[src/hdl/jvf_pkg.sv]
`default_nettype none

package jvf_pkg;

    // clock rate in cycles per microsecond (10 MHz)
    localparam int CLK_PER_US = 10;

    // register byte addresses
    localparam logic [7:0] ADDR_CTRL   = 8'h00;
    localparam logic [7:0] ADDR_STATUS = 8'h04;
    localparam logic [7:0] ADDR_TXDATA = 8'h08;
    localparam logic [7:0] ADDR_RXDATA = 8'h0C;

    // control register fields
    localparam int CTRL_FAST_BIT = 0;   // fast_receive_enable
    // tx data register fields
    localparam int TXD_LAST_BIT  = 8;   // byte is the last data byte
    // status register fields
    localparam int ST_CRC_BIT    = 0;
    localparam int ST_EOF_BIT    = 1;
    localparam int ST_INV_BIT    = 2;
    localparam int ST_TXERR_BIT  = 3;
    localparam int ST_RXFULL_BIT = 4;
    localparam int ST_TXRDY_BIT  = 5;
    localparam int ST_IDLE_BIT   = 6;
    localparam int ST_TXBUSY_BIT = 7;

    // crc constants
    localparam logic [7:0] CRC_POLY  = 8'h1D;   // x^8 + x^4 + x^3 + x^2 + 1
    localparam logic [7:0] CRC_PRESET = 8'hFF;
    localparam logic [7:0] CRC_GOOD  = 8'hC4;

    // nominal symbol times in microseconds
    localparam int T_SHORT_US = 64;
    localparam int T_LONG_US  = 128;
    localparam int T_SOF_US   = 200;
    localparam int T_EOD_US   = 200;
    localparam int T_EOF_US   = 280;
    localparam int T_IFS_US   = 20;
    localparam int T_BREAK_US = 240;

    // transmit durations in cycles
    localparam logic [11:0] TX_SHORT_CYC = 12'(T_SHORT_US * CLK_PER_US);
    localparam logic [11:0] TX_LONG_CYC  = 12'(T_LONG_US * CLK_PER_US);
    localparam logic [11:0] TX_SOF_CYC   = 12'(T_SOF_US * CLK_PER_US);

    // default receive thresholds in microseconds (bounds of abutting windows)
    localparam int RX_MIN_US   = 34;    // shortest valid bit
    localparam int RX_SHORT_US = 96;    // short / long boundary
    localparam int RX_LONG_US  = 163;   // long bit / sof or eod boundary

    // reset values
    localparam logic [7:0] CTRL_RESET = 8'h00;

    typedef enum {
        JVF_TX_IDLE,
        JVF_TX_WAIT,
        JVF_TX_SOF,
        JVF_TX_BIT
    } jvf_tx_state_t;

    // sticky status flags, cleared by a status read
    typedef struct packed {
        logic tx_err;
        logic inv_sym;
        logic eof;
        logic crc_err;
    } jvf_flags_t;

endpackage

`default_nettype wire
[src/hdl/jvf_framer.sv]
`timescale 1ns/100ps
`default_nettype none

module jvf_framer
    import jvf_pkg::*;
#(
    // receive thresholds in cycles
    parameter logic [11:0] RX_MIN_CYC   = 12'(RX_MIN_US * CLK_PER_US),
    parameter logic [11:0] RX_SHORT_CYC = 12'(RX_SHORT_US * CLK_PER_US),
    parameter logic [11:0] RX_LONG_CYC  = 12'(RX_LONG_US * CLK_PER_US),
    parameter logic [11:0] RX_BRK_CYC   = 12'(T_BREAK_US * CLK_PER_US),
    parameter logic [11:0] RX_EOF_CYC   = 12'(T_EOF_US * CLK_PER_US),
    parameter logic [11:0] RX_IFS_CYC   = 12'((T_EOF_US + T_IFS_US) * CLK_PER_US)
) (
    // clock and reset
    input  wire logic        ref_clk,
    input  wire logic        rstn,
    // register port
    input  wire logic [7:0]  bus_addr,
    input  wire logic [31:0] bus_wdata,
    input  wire logic        bus_wr,
    input  wire logic        bus_rd,
    output logic      [31:0] bus_rdata,
    // transceiver side
    input  wire logic        rx_filt,
    output logic             tx_active
);
    import jvf_pkg::*;

    // scale a threshold for quad speed reception
    function automatic logic [11:0] thr(input logic [11:0] t, input logic q);
        thr = q ? {2'b00, t[11:2]} : t;
    endfunction

    // one serial crc step
    function automatic logic [7:0] crc_step(input logic [7:0] c, input logic b);
        crc_step = {c[6:0], 1'b0} ^ ((c[7] ^ b) ? CRC_POLY : 8'h00);
    endfunction

    // receive pin synchroniser
    logic rx_s1_r, rx_s2_r, rx_s3_r;   // three stage chain
    logic rx_lvl_r, rx_lvl_nxt;        // accepted level, high = active

    // level changes only once the last two stages agree
    always_comb begin
        rx_lvl_nxt = rx_lvl_r;
        if (rx_s2_r == rx_s3_r) begin
            rx_lvl_nxt = rx_s3_r;
        end
    end

    always_ff @(posedge ref_clk or negedge rstn) begin
        if (!rstn) begin
            rx_s1_r  <= 1'b0;
            rx_s2_r  <= 1'b0;
            rx_s3_r  <= 1'b0;
            rx_lvl_r <= 1'b0;
        end else begin
            rx_s1_r  <= rx_filt;
            rx_s2_r  <= rx_s1_r;
            rx_s3_r  <= rx_s2_r;
            rx_lvl_r <= rx_lvl_nxt;
        end
    end

    // main state
    logic [7:0]    ctrl_r, ctrl_nxt;          // control register
    jvf_flags_t    flg_r, flg_nxt;            // sticky flags
    logic [31:0]   rdata_r, rdata_nxt;        // read data, one cycle late
    // receiver
    logic [11:0]   rx_cnt_r, rx_cnt_nxt;      // cycles since last edge
    logic          in_frame_r, in_frame_nxt;  // between SOF and EOF
    logic          rx_data_r, rx_data_nxt;    // data phase, cleared at EOD
    logic          nb_r, nb_nxt;              // next active bit is the NB
    logic [2:0]    rx_bits_r, rx_bits_nxt;    // bits in current byte
    logic [7:0]    rx_sh_r, rx_sh_nxt;        // receive shifter
    logic [7:0]    rx_crc_r, rx_crc_nxt;      // receive remainder
    logic [7:0]    rx_byte_r, rx_byte_nxt;    // last complete byte
    logic          rx_full_r, rx_full_nxt;    // byte waiting for host
    logic          idle_r, idle_nxt;          // bus idle seen
    // transmitter
    jvf_tx_state_t tx_st_r, tx_st_nxt;
    logic [11:0]   tx_cnt_r, tx_cnt_nxt;      // remaining cycles of symbol
    logic          tx_lvl_r, tx_lvl_nxt;      // driven level, high = active
    logic [7:0]    tx_sh_r, tx_sh_nxt;        // transmit shifter
    logic [2:0]    tx_bits_r, tx_bits_nxt;    // bits left minus one
    logic          tx_last_r, tx_last_nxt;    // current byte is last data
    logic          tx_ck_r, tx_ck_nxt;        // sending the check byte
    logic [7:0]    tx_crc_r, tx_crc_nxt;      // transmit remainder
    logic [8:0]    hold_r, hold_nxt;          // one byte holding stage
    logic          hold_v_r, hold_v_nxt;

    logic          rx_edge, rx_rise, rx_fall, q;
    logic [11:0]   len;
    logic [7:0]    ck_byte;
    logic          bit_v;

    always_comb begin
        ctrl_nxt     = ctrl_r;
        flg_nxt      = flg_r;
        rdata_nxt    = 32'h0000_0000;
        rx_cnt_nxt   = rx_cnt_r;
        in_frame_nxt = in_frame_r;
        rx_data_nxt  = rx_data_r;
        nb_nxt       = nb_r;
        rx_bits_nxt  = rx_bits_r;
        rx_sh_nxt    = rx_sh_r;
        rx_crc_nxt   = rx_crc_r;
        rx_byte_nxt  = rx_byte_r;
        rx_full_nxt  = rx_full_r;
        idle_nxt     = idle_r;
        tx_st_nxt    = tx_st_r;
        tx_cnt_nxt   = tx_cnt_r;
        tx_lvl_nxt   = tx_lvl_r;
        tx_sh_nxt    = tx_sh_r;
        tx_bits_nxt  = tx_bits_r;
        tx_last_nxt  = tx_last_r;
        tx_ck_nxt    = tx_ck_r;
        tx_crc_nxt   = tx_crc_r;
        hold_nxt     = hold_r;
        hold_v_nxt   = hold_v_r;
        ck_byte      = 8'h00;
        bit_v        = 1'b0;

        q       = ctrl_r[CTRL_FAST_BIT];
        rx_edge = rx_lvl_nxt != rx_lvl_r;
        rx_rise = rx_edge && rx_lvl_nxt;
        rx_fall = rx_edge && !rx_lvl_nxt;
        len     = rx_cnt_r;

        // host access; clears come first so hardware sets win
        if (bus_rd) begin
            if (bus_addr == ADDR_CTRL) begin
                rdata_nxt = {24'h000000, ctrl_r};
            end else if (bus_addr == ADDR_STATUS) begin
                rdata_nxt = {24'h000000, tx_st_r != JVF_TX_IDLE, idle_r, !hold_v_r,
                             rx_full_r, flg_r};
                flg_nxt   = '0;
            end else if (bus_addr == ADDR_RXDATA) begin
                rdata_nxt   = {24'h000000, rx_byte_r};
                rx_full_nxt = 1'b0;
            end else begin
                rdata_nxt = 32'h0000_0000;                        // unmapped reads zero
            end
        end
        if (bus_wr) begin
            if (bus_addr == ADDR_CTRL) begin
                ctrl_nxt = {7'h00, bus_wdata[CTRL_FAST_BIT]};
            end else if (bus_addr == ADDR_TXDATA && !hold_v_r) begin
                // a write while the holding stage is full is dropped
                hold_nxt   = bus_wdata[TXD_LAST_BIT:0];
                hold_v_nxt = 1'b1;
            end
        end

        // receive timing
        if (rx_edge) begin
            rx_cnt_nxt = 12'h000;
        end else if (rx_cnt_r != 12'hFFF) begin
            rx_cnt_nxt = rx_cnt_r + 12'h001;
        end

        if (rx_lvl_r && !rx_edge && rx_cnt_r == thr(RX_BRK_CYC, q)) begin
            // active too long: BREAK
            if (in_frame_r) begin
                flg_nxt.inv_sym = 1'b1;
                in_frame_nxt    = 1'b0;
                if (q) begin
                    ctrl_nxt[CTRL_FAST_BIT] = 1'b0;
                end
            end
            if (tx_st_r != JVF_TX_IDLE && tx_st_r != JVF_TX_WAIT) begin
                flg_nxt.tx_err = 1'b1;
                tx_st_nxt      = JVF_TX_IDLE;
                tx_lvl_nxt     = 1'b0;
            end
        end
        if (!rx_lvl_r && !rx_edge) begin
            if (rx_cnt_r == thr(RX_LONG_CYC, q) && in_frame_r && rx_data_r) begin
                // end of data: check the remainder, raise nothing else
                rx_data_nxt = 1'b0;
                if (rx_crc_r != CRC_GOOD || rx_bits_r != 3'd0) begin
                    flg_nxt.crc_err = 1'b1;
                end
            end
            if (rx_cnt_r == thr(RX_EOF_CYC, q) && in_frame_r) begin
                flg_nxt.eof  = 1'b1;
                in_frame_nxt = 1'b0;
            end
            if (rx_cnt_r >= thr(RX_IFS_CYC, q)) begin
                idle_nxt = 1'b1;
            end
        end
        if (rx_edge) begin
            idle_nxt = 1'b0;
        end

        // symbol classification at each edge
        if (rx_fall) begin
            // an active period just ended
            if (len >= thr(RX_LONG_CYC, q) && len < thr(RX_BRK_CYC, q)) begin
                in_frame_nxt = 1'b1;                              // SOF
                rx_data_nxt  = 1'b1;
                nb_nxt       = 1'b0;
                rx_bits_nxt  = 3'd0;
                rx_crc_nxt   = CRC_PRESET;
            end else if (in_frame_r && len < thr(RX_MIN_CYC, q)) begin
                flg_nxt.inv_sym = 1'b1;
                in_frame_nxt    = 1'b0;
            end else if (in_frame_r && len < thr(RX_LONG_CYC, q)) begin
                if (nb_r) begin
                    nb_nxt = 1'b0;
                end else begin
                    bit_v = 1'b1;
                end
            end
        end
        if (rx_rise && in_frame_r) begin
            // a passive period just ended
            if (len < thr(RX_MIN_CYC, q)) begin
                flg_nxt.inv_sym = 1'b1;
                in_frame_nxt    = 1'b0;
            end else if (len >= thr(RX_LONG_CYC, q)) begin
                // response after end of data: NB first, then fresh crc
                rx_data_nxt = 1'b1;
                nb_nxt      = 1'b1;
                rx_bits_nxt = 3'd0;
                rx_crc_nxt  = CRC_PRESET;
            end else begin
                bit_v = 1'b1;
            end
        end
        if (bit_v) begin
            // active short or passive long is a one
            rx_sh_nxt   = {rx_sh_r[6:0], rx_lvl_r ^ (len >= thr(RX_SHORT_CYC, q))};
            rx_crc_nxt  = crc_step(rx_crc_r, rx_sh_nxt[0]);
            rx_bits_nxt = rx_bits_r + 3'd1;
            if (rx_bits_r == 3'd7) begin
                rx_byte_nxt = rx_sh_nxt;
                rx_full_nxt = 1'b1;
            end
        end

        // transmitter
        if (tx_cnt_r != 12'h000) begin
            tx_cnt_nxt = tx_cnt_r - 12'h001;
        end
        case (tx_st_r)
            JVF_TX_IDLE: begin
                tx_lvl_nxt = 1'b0;
                if (hold_v_r) begin
                    tx_sh_nxt   = hold_r[7:0];
                    tx_last_nxt = hold_r[8];
                    hold_v_nxt  = 1'b0;
                    tx_st_nxt   = JVF_TX_WAIT;
                end
            end
            JVF_TX_WAIT: begin
                // full EOF plus IFS, or a peer's SOF edge after EOF
                if ((!rx_lvl_r && rx_cnt_r >= RX_IFS_CYC)
                    || (rx_rise && rx_cnt_r >= RX_EOF_CYC)) begin
                    tx_st_nxt  = JVF_TX_SOF;
                    tx_lvl_nxt = 1'b1;
                    tx_cnt_nxt = TX_SOF_CYC - 12'h001;
                    tx_crc_nxt = CRC_PRESET;
                    tx_ck_nxt  = 1'b0;
                end
            end
            JVF_TX_SOF: begin
                if (tx_cnt_r == 12'h000) begin
                    tx_st_nxt   = JVF_TX_BIT;
                    tx_lvl_nxt  = 1'b0;                           // first bit passive
                    tx_bits_nxt = 3'd7;
                    tx_cnt_nxt  = (tx_sh_r[7] ? TX_LONG_CYC : TX_SHORT_CYC) - 12'h001;
                end
            end
            JVF_TX_BIT: begin
                if (tx_cnt_r == 12'h000) begin
                    if (!tx_ck_r) begin
                        tx_crc_nxt = crc_step(tx_crc_r, tx_sh_r[7]);
                    end
                    tx_sh_nxt   = {tx_sh_r[6:0], 1'b0};               // MSB first
                    tx_bits_nxt = tx_bits_r - 3'd1;
                    tx_lvl_nxt  = !tx_lvl_r;
                    if (tx_bits_r == 3'd0) begin
                        tx_bits_nxt = 3'd7;
                        tx_lvl_nxt  = 1'b0;
                        ck_byte     = ~tx_crc_nxt;
                        if (tx_ck_r) begin
                            tx_st_nxt = JVF_TX_IDLE;                  // passive tail is EOD
                        end else if (tx_last_r) begin
                            tx_sh_nxt = ck_byte;
                            tx_ck_nxt = 1'b1;
                        end else if (hold_v_r) begin
                            tx_sh_nxt   = hold_r[7:0];
                            tx_last_nxt = hold_r[8];
                            hold_v_nxt  = 1'b0;
                        end else begin
                            // host failed to supply the next byte in time
                            flg_nxt.tx_err = 1'b1;
                            tx_st_nxt      = JVF_TX_IDLE;
                        end
                    end
                    // passive: 1 long; active: 0 long
                    tx_cnt_nxt = ((tx_sh_nxt[7] ^ tx_lvl_nxt) ? TX_LONG_CYC
                                                              : TX_SHORT_CYC) - 12'h001;
                end
            end
            default: begin
                tx_st_nxt = JVF_TX_IDLE;
            end
        endcase
    end

    // register the main state
    always_ff @(posedge ref_clk or negedge rstn) begin
        if (!rstn) begin
            ctrl_r     <= CTRL_RESET;
            flg_r      <= '0;
            rdata_r    <= 32'h0000_0000;
            rx_cnt_r   <= 12'h000;
            in_frame_r <= 1'b0;
            rx_data_r  <= 1'b0;
            nb_r       <= 1'b0;
            rx_bits_r  <= 3'd0;
            rx_sh_r    <= 8'h00;
            rx_crc_r   <= CRC_PRESET;
            rx_byte_r  <= 8'h00;
            rx_full_r  <= 1'b0;
            idle_r     <= 1'b0;
            tx_st_r    <= JVF_TX_IDLE;
            tx_cnt_r   <= 12'h000;
            tx_lvl_r   <= 1'b0;
            tx_sh_r    <= 8'h00;
            tx_bits_r  <= 3'd0;
            tx_last_r  <= 1'b0;
            tx_ck_r    <= 1'b0;
            tx_crc_r   <= CRC_PRESET;
            hold_r     <= 9'h000;
            hold_v_r   <= 1'b0;
        end else begin
            ctrl_r     <= ctrl_nxt;
            flg_r      <= flg_nxt;
            rdata_r    <= rdata_nxt;
            rx_cnt_r   <= rx_cnt_nxt;
            in_frame_r <= in_frame_nxt;
            rx_data_r  <= rx_data_nxt;
            nb_r       <= nb_nxt;
            rx_bits_r  <= rx_bits_nxt;
            rx_sh_r    <= rx_sh_nxt;
            rx_crc_r   <= rx_crc_nxt;
            rx_byte_r  <= rx_byte_nxt;
            rx_full_r  <= rx_full_nxt;
            idle_r     <= idle_nxt;
            tx_st_r    <= tx_st_nxt;
            tx_cnt_r   <= tx_cnt_nxt;
            tx_lvl_r   <= tx_lvl_nxt;
            tx_sh_r    <= tx_sh_nxt;
            tx_bits_r  <= tx_bits_nxt;
            tx_last_r  <= tx_last_nxt;
            tx_ck_r    <= tx_ck_nxt;
            tx_crc_r   <= tx_crc_nxt;
            hold_r     <= hold_nxt;
            hold_v_r   <= hold_v_nxt;
        end
    end

    // outputs straight from flops
    assign bus_rdata = rdata_r;
    assign tx_active = tx_lvl_r;

endmodule // jvf_framer

`default_nettype wire

[config.mk]
export PLATFORM = sky130hd
export DESIGN_NAME = jvf_framer
export DESIGN_NICKNAME = d
export VERILOG_FILES = /design/src/hdl/jvf_pkg.sv /design/src/hdl/jvf_framer.sv
export SDC_FILE = /design/constraint.sdc
export NUM_CORES = 1
export LEC_CHECK = 0
export BUFFER_PORTS_ARGS = -buffer_cell sky130_fd_sc_hd__clkbuf_2
export CAP_MARGIN = 0
export CORE_MARGIN = 2
export CORE_UTILIZATION = 44
export CTS_CLUSTER_SIZE = 16
export DETAILED_ROUTE_END_ITERATION = 8
export GPL_ROUTABILITY_DRIVEN = 1
export PLACE_DENSITY = 0.65
export SLEW_MARGIN = 20
export SYNTH_ARGS = -nofsm -noshare
export SYNTH_HDL_FRONTEND = slang
export SYNTH_SLANG_ARGS = --single-unit
[constraint.sdc]
create_clock -name ref_clk -period 4 [get_ports ref_clk]
set_clock_uncertainty 0.2 [all_clocks]
set_input_delay 0.2 -clock ref_clk [delete_from_list [all_inputs] [get_ports ref_clk]]
set_output_delay 0.2 -clock ref_clk [all_outputs]
set_load 0.03 [all_outputs]
==> flow_summary.ini, run 1 <==
[die]
core_um2 = 15800
die_y_um = 131
pin_count = 78
chipWidth_um = 131
die-area_um2 = 17100
initial_core_util = 0.448
fp-row-count = 46

[sta]
finalSetupViolCount = 0
timing.final.crit_share = 0.949
maxSlewViolCount = 0
max-slew-margin-rel = 0.500
fmax_ghz = 0.263
rsz0062_at_grt = false
worst_pin_slew_ps = 749
final_hold_viol_count = 0
tns_ps = 0
fin_crit_ps = 3800

[placement]
io_buffers = 30
finalWeightedCongestion = 0.891
place_hpwl_um = 10600
placed_cells = 941

[logic_synthesis]
synth_edf_count = 0
async_reset_ff_frac = 1.00
synthTopCellsByArea = dfrtp_1, dfstp_2, ha_1, mux2_2, mux2i_1
synth.largest_area_cell = dfrtp_1
yosysTopAreaCellShare = 0.425
syn_area_per_cell_um2 = 10.4
ys_ff_latch = 136
synth-main-ff-cell = dfrtp_1
synth.yosys.seq_area_share = 0.485
synth-warning-count = 0
netlist_area_um2 = 7060
synth_cells = 676
synth_cell_types = 73

[cts]
cts-buffers-inserted = 17
clockRootBuffer = clkbuf_16
htree_num_levels = 4
clk_latency_ps = 420
clk_path_buf_depth = 2
cts_resized = 0
path_clk_slew_ps = 60
cts_tree = built
cts_setup_buffers = 0
clock-sinks = 136

[power_and_ir_drop]
p_sw_uw = 765
comb_power_share = 0.066
p_per_area_nw_per_um2 = 416
clock_power_share = 0.516
ir_drop_v = 0.000269
leakagePower_nw = 3.82
switching_share = 0.221
intPower_mw = 2.69
p_seq_frac = 0.419

[run_status]
outcome = finished clean

[drt]
wl_um = 14900
drc = 0
wl_per_cell_um = 15.1
via_count = 5196
drt-vias-per-instance = 5.26
final_antenna_net_count = 0
drt-pass1-iter-count = 5
drtIter0Drc = 329

[final_layout]
nets = 837
drive_gt1_frac = 0.171
syn_to_final_growth_pct = 17.9
antenna_cells = 0
instances_no_fill = 988
fillers = 1392
multi_input_area_um2 = 3400
seq_area_um2 = 3420

[min_path]
hold_depth = 4
hold_path.class = input port to register

[setup_path]
start_kind = register
cp.arrival_ps = 3930
path_class = register to register
r2r_slack_ps = 200
endpoint_kind = register
critPathMaxFanout = 13
reg2reg_depth = 10
required_ps = 4140

[global_routing]
grt_pass1_wl_um = 24900
grt_usage = 0.189
grt_pass1_vias = 5156
grt_max_degree = 83
use_met3 = 0.0436
use_met2 = 0.303
grt-ovfl-total = 0
antenna_found_initial = 0
grt_busiest_layer = met2
use_met1 = 0.250

[flow_run]
maxCapViolations = 0
-- cell type report --
type / count / share of cell area
well taps: 216 / 0.0325
inverters: 38 / 0.0171
clock inverters: 11 / 0.0260
multi-input cells: 507 / 0.408
clock buffers: 21 / 0.0553
repair buffers: 59 / 0.0495
flip-flops and latches: 136 / 0.411
-- metrics by stage --
| step | setup WS, ps | utilization | hold WS, ps | power, mW | area, µm² |
|---|---|---|---|---|---|
| 2_1_floorplan | 795 | - | -296 | 1.62 | 7260 |
| 3_3_place_gp | 387 | 0.475 | 78.5 | 1.68 | 7500 |
| 3_5_place_dp | 281 | 0.475 | 94.3 | 1.69 | 7500 |
| 4_1_cts | 266 | 0.528 | 72.2 | 3.50 | 8320 |
| 5_1_grt | 0.961 | 0.528 | 127 | 3.60 | 8320 |
| 6_report | 203 | 0.528 | 99.7 | 3.46 | 8320 |
-- placed cells by master (no fill, tap or decap), types with 10 or more instances in the layout --
master         instances
dfrtp_1              120
nor2_1                67
conb_1                54
inv_1                 37
nand2_1               35
a21oi_1               35
ha_1                  33
clkbuf_2              29
o21ai_0               28
mux2i_1               26
mux2_2                25
nand3_1               22
clkbuf_16             17
dfstp_2               16
nor3_1                15
dlygate4sd3_1         15
buf_4                 14
nor4_1                13
nor2b_1               10
-- final timing paths --
check,startpoint,to
worst max-delay path,ctrl_r[0]$_DFF_PN0_,rx_crc_r[2]$_DFF_PN1_
worst min-delay path,bus_wr,ctrl_r[0]$_DFF_PN0_
worst max register to register,ctrl_r[0]$_DFF_PN0_,rx_crc_r[2]$_DFF_PN1_
worst min register to register,rx_s1_r$_DFF_PN0_,rx_s2_r$_DFF_PN0_
max in group asynchronous,rstn,tx_crc_r[0]$_DFFE_PN1P_
min in group asynchronous,rstn,len[7]$_DFFE_PN0P_
-- what timing repair did --
| action | 4_1_cts | 5_1_grt |
|---|---|---|
| hold buffers | 15 | 0 |
| setup endpoints to repair | 0 | 0 |
| hold endpoints to repair | 85 | 0 |
-- power by group through the flow --
stage	logic, mW	registers, mW	clock network (mW)
2_1_floorplan	0.159	1.46	0
3_3_place_gp	0.207	1.47	0
3_5_place_dp	0.218	1.47	0
4_1_cts	0.229	1.45	1.82
5_1_grt	0.259	1.45	1.88
6_report	0.227	1.45	1.78
-- registers in the layout, summed over array words and instances, names as in the netlist, 7 cells and up --
signal,cells
bus_rdata,8
rx_sh_r,7
rx_byte_r,8
tx_st_r,32
rx_crc_r,8
tx_sh_r,8
hold_r,9
tx_cnt_r,12
len,12
tx_crc_r,8
-- logic make-up after synthesis --
kind of cell,share of synthesized area
and+or+nand+nor,0.154
AOI/OAI and AO/OA,0.137
DFF,0.485
buffers and inverters,0.0617
muxes,0.0815
adders and majority gates,0.0585
xor gates and xnor gates,0.0223
other,0.000531
-- layer usage --
layer,share of wire,vias to the layer above
li1,-,2505
met1,0.45,2545
met2,0.49,129
met3,0.045,17
met4,0.014,0
met5,0,-
-- worst max-delay path: stages, from the launching register on --
cell      delay [ps]
dfrtp_1          670
inv_1            300
ha_1             400
nor4b_1          460
a311oi_1         260
o41ai_1          400
a311oi_1         100
buf_4            190
xnor2_1          400
xor2_1           140
mux2i_1          200
-- cells in the mapped netlist, types with 4 or more instances --
cell type / n
dfrtp_1: 120
nor2_1: 67
inv_1: 37
a21oi_1: 35
nand2_1: 35
ha_1: 33
o21ai_0: 28
mux2i_1: 26
buf_4: 25
mux2_2: 25
nand3_1: 22
clkbuf_1: 17
dfstp_2: 16
nor3_1: 15
nor4_1: 13
nor2b_1: 10
nand2b_1: 9
o211ai_1: 9
xnor2_1: 9
xor2_1: 9
a31oi_1: 7
o22a_1: 7
a21o_1: 6
nand4_1: 6
and3_1: 5
nor4b_1: 5
a211oi_1: 4
o22ai_1: 4
or3_1: 4
Note: power is estimated with default switching activity, not from simulation.
==> run 2: changes to the inputs <==
Settings changed: CORE_UTILIZATION 44 to 56, PLACE_DENSITY 0.65 to 0.79.
==> run 2 against run 1 <==
Design area is 1.6% lower. Largest power group unchanged. Highest routed layer unchanged. Fmax is 2.6% higher. Final cell count is 4.7% lower. Critical path type unchanged. Critical endpoint is now rx_byte_r[5]$_DFFE_PN0P_. Die area is 21% lower. Count of clock-buffer cells in the layout is 2 lower. Register-to-register slack better by 90 ps. Combinational power hardly changed. Sequential share of layout area is 0.66 points higher. Via count is 2.8% higher.
==> flow_summary.ini, run 2 (same netlist as run 1, synthesis figures left out) <==
[final_layout]
instances_no_fill = 942
final_common_cell = dfrtp_1
syn_to_final_growth_pct = 16.1
utilization = 0.657
antenna_cells = 0
nets = 835
final_cell_mix = dfrtp_1, nor2_1, conb_1
largest_register = tx_st_r
largest_reg_flops = 32
drive_gt1_frac = 0.174

[setup_path]
cp.arrival_ps = 3800
start_kind = register
path_class = register to register
endpoint_kind = register
required_ps = 4100
critPathMaxFanout = 12
slowest_stage = o41ai_4
path_cells = inv_1 -> ha_1 -> nor4bb_1 -> a211o_1 -> nor2_4 -> o41ai_4 -> mux2_2
cpPeakStageDelay_ps = 700

[cts]
cts-buffers-inserted = 17
clk_latency_ps = 420
cts_resized = 0
htree_num_levels = 4
clockRootBuffer = clkbuf_16
path_clk_slew_ps = 60
clk_path_buf_depth = 2
cts_tree = built
clock-sinks = 136

[global_routing]
grt-ovfl-total = 0
antenna_found_initial = 0
use_met2 = 0.403
use_met3 = 0.0571
grt_usage = 0.242
use_met1 = 0.310
grt_pass1_wl_um = 25500
grt_pass1_vias = 5297
grt_busiest_layer = met2
grt_max_degree = 114

[die]
chipWidth_um = 116
fp-row-count = 41
pin_count = 78
core_um2 = 12500
die-area_um2 = 13500
initial_core_util = 0.566
die_y_um = 116

[power_and_ir_drop]
p_per_area_nw_per_um2 = 402
ir_drop_v = 0.000294
p_sw_uw = 791
clock_power_share = 0.492
leakagePower_nw = 3.79
switching_share = 0.240
comb_power_share = 0.069
p_seq_frac = 0.439
total_power_mw = 3.30
intPower_mw = 2.51

[drt]
wl_um = 15500
drt-pass1-iter-count = 5
drt-vias-per-instance = 5.67
drtIter0Drc = 406
drc = 0
wl_per_cell_um = 16.5
via_count = 5339
final_antenna_net_count = 0

[sta]
finalSetupViolCount = 0
timing.final.crit_share = 0.926
fin_crit_ps = 3700
fin_ws_ps = 298
tns_ps = 0
fmax_ghz = 0.270
max-slew-margin-rel = 0.391
rsz0062_at_grt = false
worst_pin_slew_ps = 913
final_hold_viol_count = 0
maxSlewViolCount = 0

[placement]
placed_cells = 893
post-place-ws_ps = 374
place_hpwl_um = 10300
io_buffers = 30
finalWeightedCongestion = 0.918

[min_path]
hold_path.class = input port to register

[run_status]
outcome = finished clean

[flow_run]
maxCapViolations = 0
run 2: cell count changes in the layout (fill, tap and decap cells not counted), sizes merged:
cell         delta
clkinvlp        +1
inv             +2
clkbuf          -1
clkinv          +2
dlygate4sd3     -2
buf             -1
bufinv          -3
run 2: per-stage QoR:
step / area (µm²) / hold slack [ps]
5_1_grt: 8190 / 28.8
3_3_place_gp: 7410 / 110
4_1_cts: 8160 / 17.7
2_1_floorplan: 7260 / -296
3_5_place_dp: 7410 / 110
6_report: 8190 / 31.1
run 2: timing repair:
item / in CTS / in global routing
hold buffers: 13 / 0
endpoints found under the hold margin: 117 / 0
setup endpoints to repair: 0 / 2
setup buffers: 0 / 4
run 2: critical path: cells and delay by family, from the launching register on:
family                     cells  cell delay [ps]
and+or+nand+nor                2              560
DFF                            1              640
muxes                          1              420
AOI/OAI and AO/OA              2              990
buffers and inverters          1              290
adders and majority gates      1              470
run 2: power by group through the flow:
stage | sequential, mW | combinational [mW] | clock, mW
after floorplan | 1.46 | 0.159 | 0
after global placement | 1.47 | 0.203 | 0
after detailed placement | 1.47 | 0.212 | 0
after CTS | 1.45 | 0.224 | 1.64
after global routing | 1.45 | 0.255 | 1.71
final | 1.45 | 0.226 | 1.62
run 2: final cells by class:
cell class,instances,area (µm²)
timing repair buffer,57,394
tap,172,215
inverter,38,143
sequential,136,3420
clock buffer,19,453
clock inverter,13,165
multi-input combinational,507,3400
fill,940,4270
run 2: metal layers:
metal  vias up  routed length (µm)
met5         -                   0
li1       2502                   -
met4         0                 258
met3        28                 877
met2       179                7840
met1      2630                6540
run 2: path summary, 6_finish.rpt:
kind	from	endpoint	slack, ps	depth (start not counted)
max in group asynchronous	rstn	tx_crc_r[7]$_DFFE_PN1P_	2370	3
worst min-delay path	bus_addr[2]	rx_full_r$_DFF_PN0_	30	3
worst min register to register	rx_s1_r$_DFF_PN0_	rx_s2_r$_DFF_PN0_	160	0
worst max-delay path	ctrl_r[0]$_DFF_PN0_	rx_byte_r[5]$_DFFE_PN0P_	300	7
min in group asynchronous	rstn	tx_cnt_r[8]$_DFF_PN0_	250	2
worst max register to register	ctrl_r[0]$_DFF_PN0_	rx_byte_r[5]$_DFFE_PN0P_	300	7
==> run 3: changes to the inputs <==
Settings changed: HOLD_SLACK_MARGIN set to 0.05.
==> run 3 against run 2 <==
Total power is essentially flat. Via count is 0.52% lower. Clock power is essentially flat. Die area is the same. First-iteration DRC count is 11% lower. Sequential power about the same. Hold slack better by 37 ps. Critical path depth increased by 3. Fmax is 0.50% lower. Final cell count down 0.21%. Largest cell class unchanged. Highest routed layer unchanged.
==> flow_summary.ini, run 3 (same netlist as run 1, synthesis figures left out) <==
[sta]
max-slew-margin-rel = 0.385
fin_crit_ps = 3720
final_hold_viol_count = 0
fin_ws_ps = 279
tns_ps = 0
worst_pin_slew_ps = 923
timing.final.crit_share = 0.930
maxSlewViolCount = 0
finalSetupViolCount = 0
fmax_ghz = 0.269
rsz0062_at_grt = false

[placement]
io_buffers = 30
place_hpwl_um = 10300
placed_cells = 893
post-place-ws_ps = 374
finalWeightedCongestion = 0.918

[die]
die_y_um = 116
die-area_um2 = 13500
pin_count = 78
initial_core_util = 0.566
fp-row-count = 41
core_um2 = 12500
chipWidth_um = 116

[drt]
final_antenna_net_count = 0
drc = 0
wl_per_cell_um = 16.2
wl_um = 15200
drt-vias-per-instance = 5.65
via_count = 5311
drt-pass1-iter-count = 5
drtIter0Drc = 360

[global_routing]
grt_pass1_vias = 5298
grt_usage = 0.240
grt_max_degree = 114
grt-ovfl-total = 0
antenna_found_initial = 0
grt_pass1_wl_um = 25300

[final_layout]
utilization = 0.656
syn_to_final_growth_pct = 15.9
drive_gt1_frac = 0.169
largest_reg_flops = 32
antenna_cells = 0
nets = 833
instances_no_fill = 940
fillers = 949
largest_register = tx_st_r
final_cell_mix = dfrtp_1, nor2_1, conb_1
final_common_cell = dfrtp_1

[setup_path]
cp.arrival_ps = 3870
critPathMaxFanout = 15
path_class = register to register
endpoint_kind = register
required_ps = 4140
reg2reg_depth = 10
start_kind = register

[cts]
clockRootBuffer = clkbuf_16
cts_tree = built
path_clk_slew_ps = 60
clk_latency_ps = 420
htree_num_levels = 4
cts_setup_buffers = 0
clock-sinks = 136
cts-buffers-inserted = 17
clk_path_buf_depth = 2

[flow_run]
maxCapViolations = 0

[power_and_ir_drop]
ir_drop_v = 0.000280
p_per_area_nw_per_um2 = 403
total_power_mw = 3.30
leakagePower_nw = 3.77

[min_path]
hold_depth = 4
hold_path.class = input port to register

[run_status]
outcome = finished clean
run 3: cell count changes in the layout (fill, tap and decap cells not counted):
| cell | change |
|---|---|
| buf_4 | -4 |
| dlygate4sd3_1 | +2 |
run 3: area by class of cell:
type,count,area [µm²],share of cell area
sequential,136,3420,0.418
timing repair buffer,55,384,0.0469
tap,172,215,0.0263
inverter,38,143,0.0174
multi-input combinational,507,3400,0.415
clock buffer,19,453,0.0554
clock inverter,13,165,0.0202
run 3: routing by layer:
| metal | track usage | vias to the layer above | wire (µm) |
|---|---|---|---|
| met3 | 0.0514 | 31 | 877 |
| met1 | 0.309 | 2616 | 6430 |
| met5 | 0 | - | 0 |
| li1 | - | 2498 | - |
| met4 | 0.0960 | 0 | 256 |
| met2 | 0.398 | 166 | 7630 |
run 3: through the flow:
stage	hold slack, ps	area [µm²]
after floorplan	-296	7260
after CTS	52.8	8180
final	68.5	8180
after global placement	110	7410
after detailed placement	110	7410
after global routing	74.7	8180
run 3: worst paths after layout:
| path | slack, ps | to | from |
|---|---|---|---|
| min in group asynchronous | 250 | tx_cnt_r[8]$_DFF_PN0_ | rstn |
| max | 280 | rx_crc_r[7]$_DFF_PN1_ | ctrl_r[0]$_DFF_PN0_ |
| max in group asynchronous | 2350 | tx_crc_r[7]$_DFFE_PN1P_ | rstn |
| min reg2reg | 160 | rx_s2_r$_DFF_PN0_ | rx_s1_r$_DFF_PN0_ |
| min | 70 | rx_full_r$_DFF_PN0_ | bus_addr[4] |
| max reg2reg | 280 | rx_crc_r[7]$_DFF_PN1_ | ctrl_r[0]$_DFF_PN0_ |
run 3: power breakdown:
part,internal (mW),switching [mW],total [mW],leakage (nW)
registers,1.41,0.0357,1.45,1.75
clock network,1.02,0.605,1.62,0.305
logic,0.0762,0.151,0.227,1.72
run 3: critical path, stage by stage, from the launching register on:
cell      delay (ps)
dfrtp_1          640
inv_1            300
ha_1             480
nor2b_1           70
o21ai_0          180
nand2_1          160
a211oi_1         270
or3b_1           430
o22ai_4          460
buf_4            260
mux2i_1          200
run 3: what timing repair did:
item,CTS,global route
endpoints found under the setup margin,0,0
hold buffers,15,0
hold endpoints to repair,118,0
resized for setup,0,0
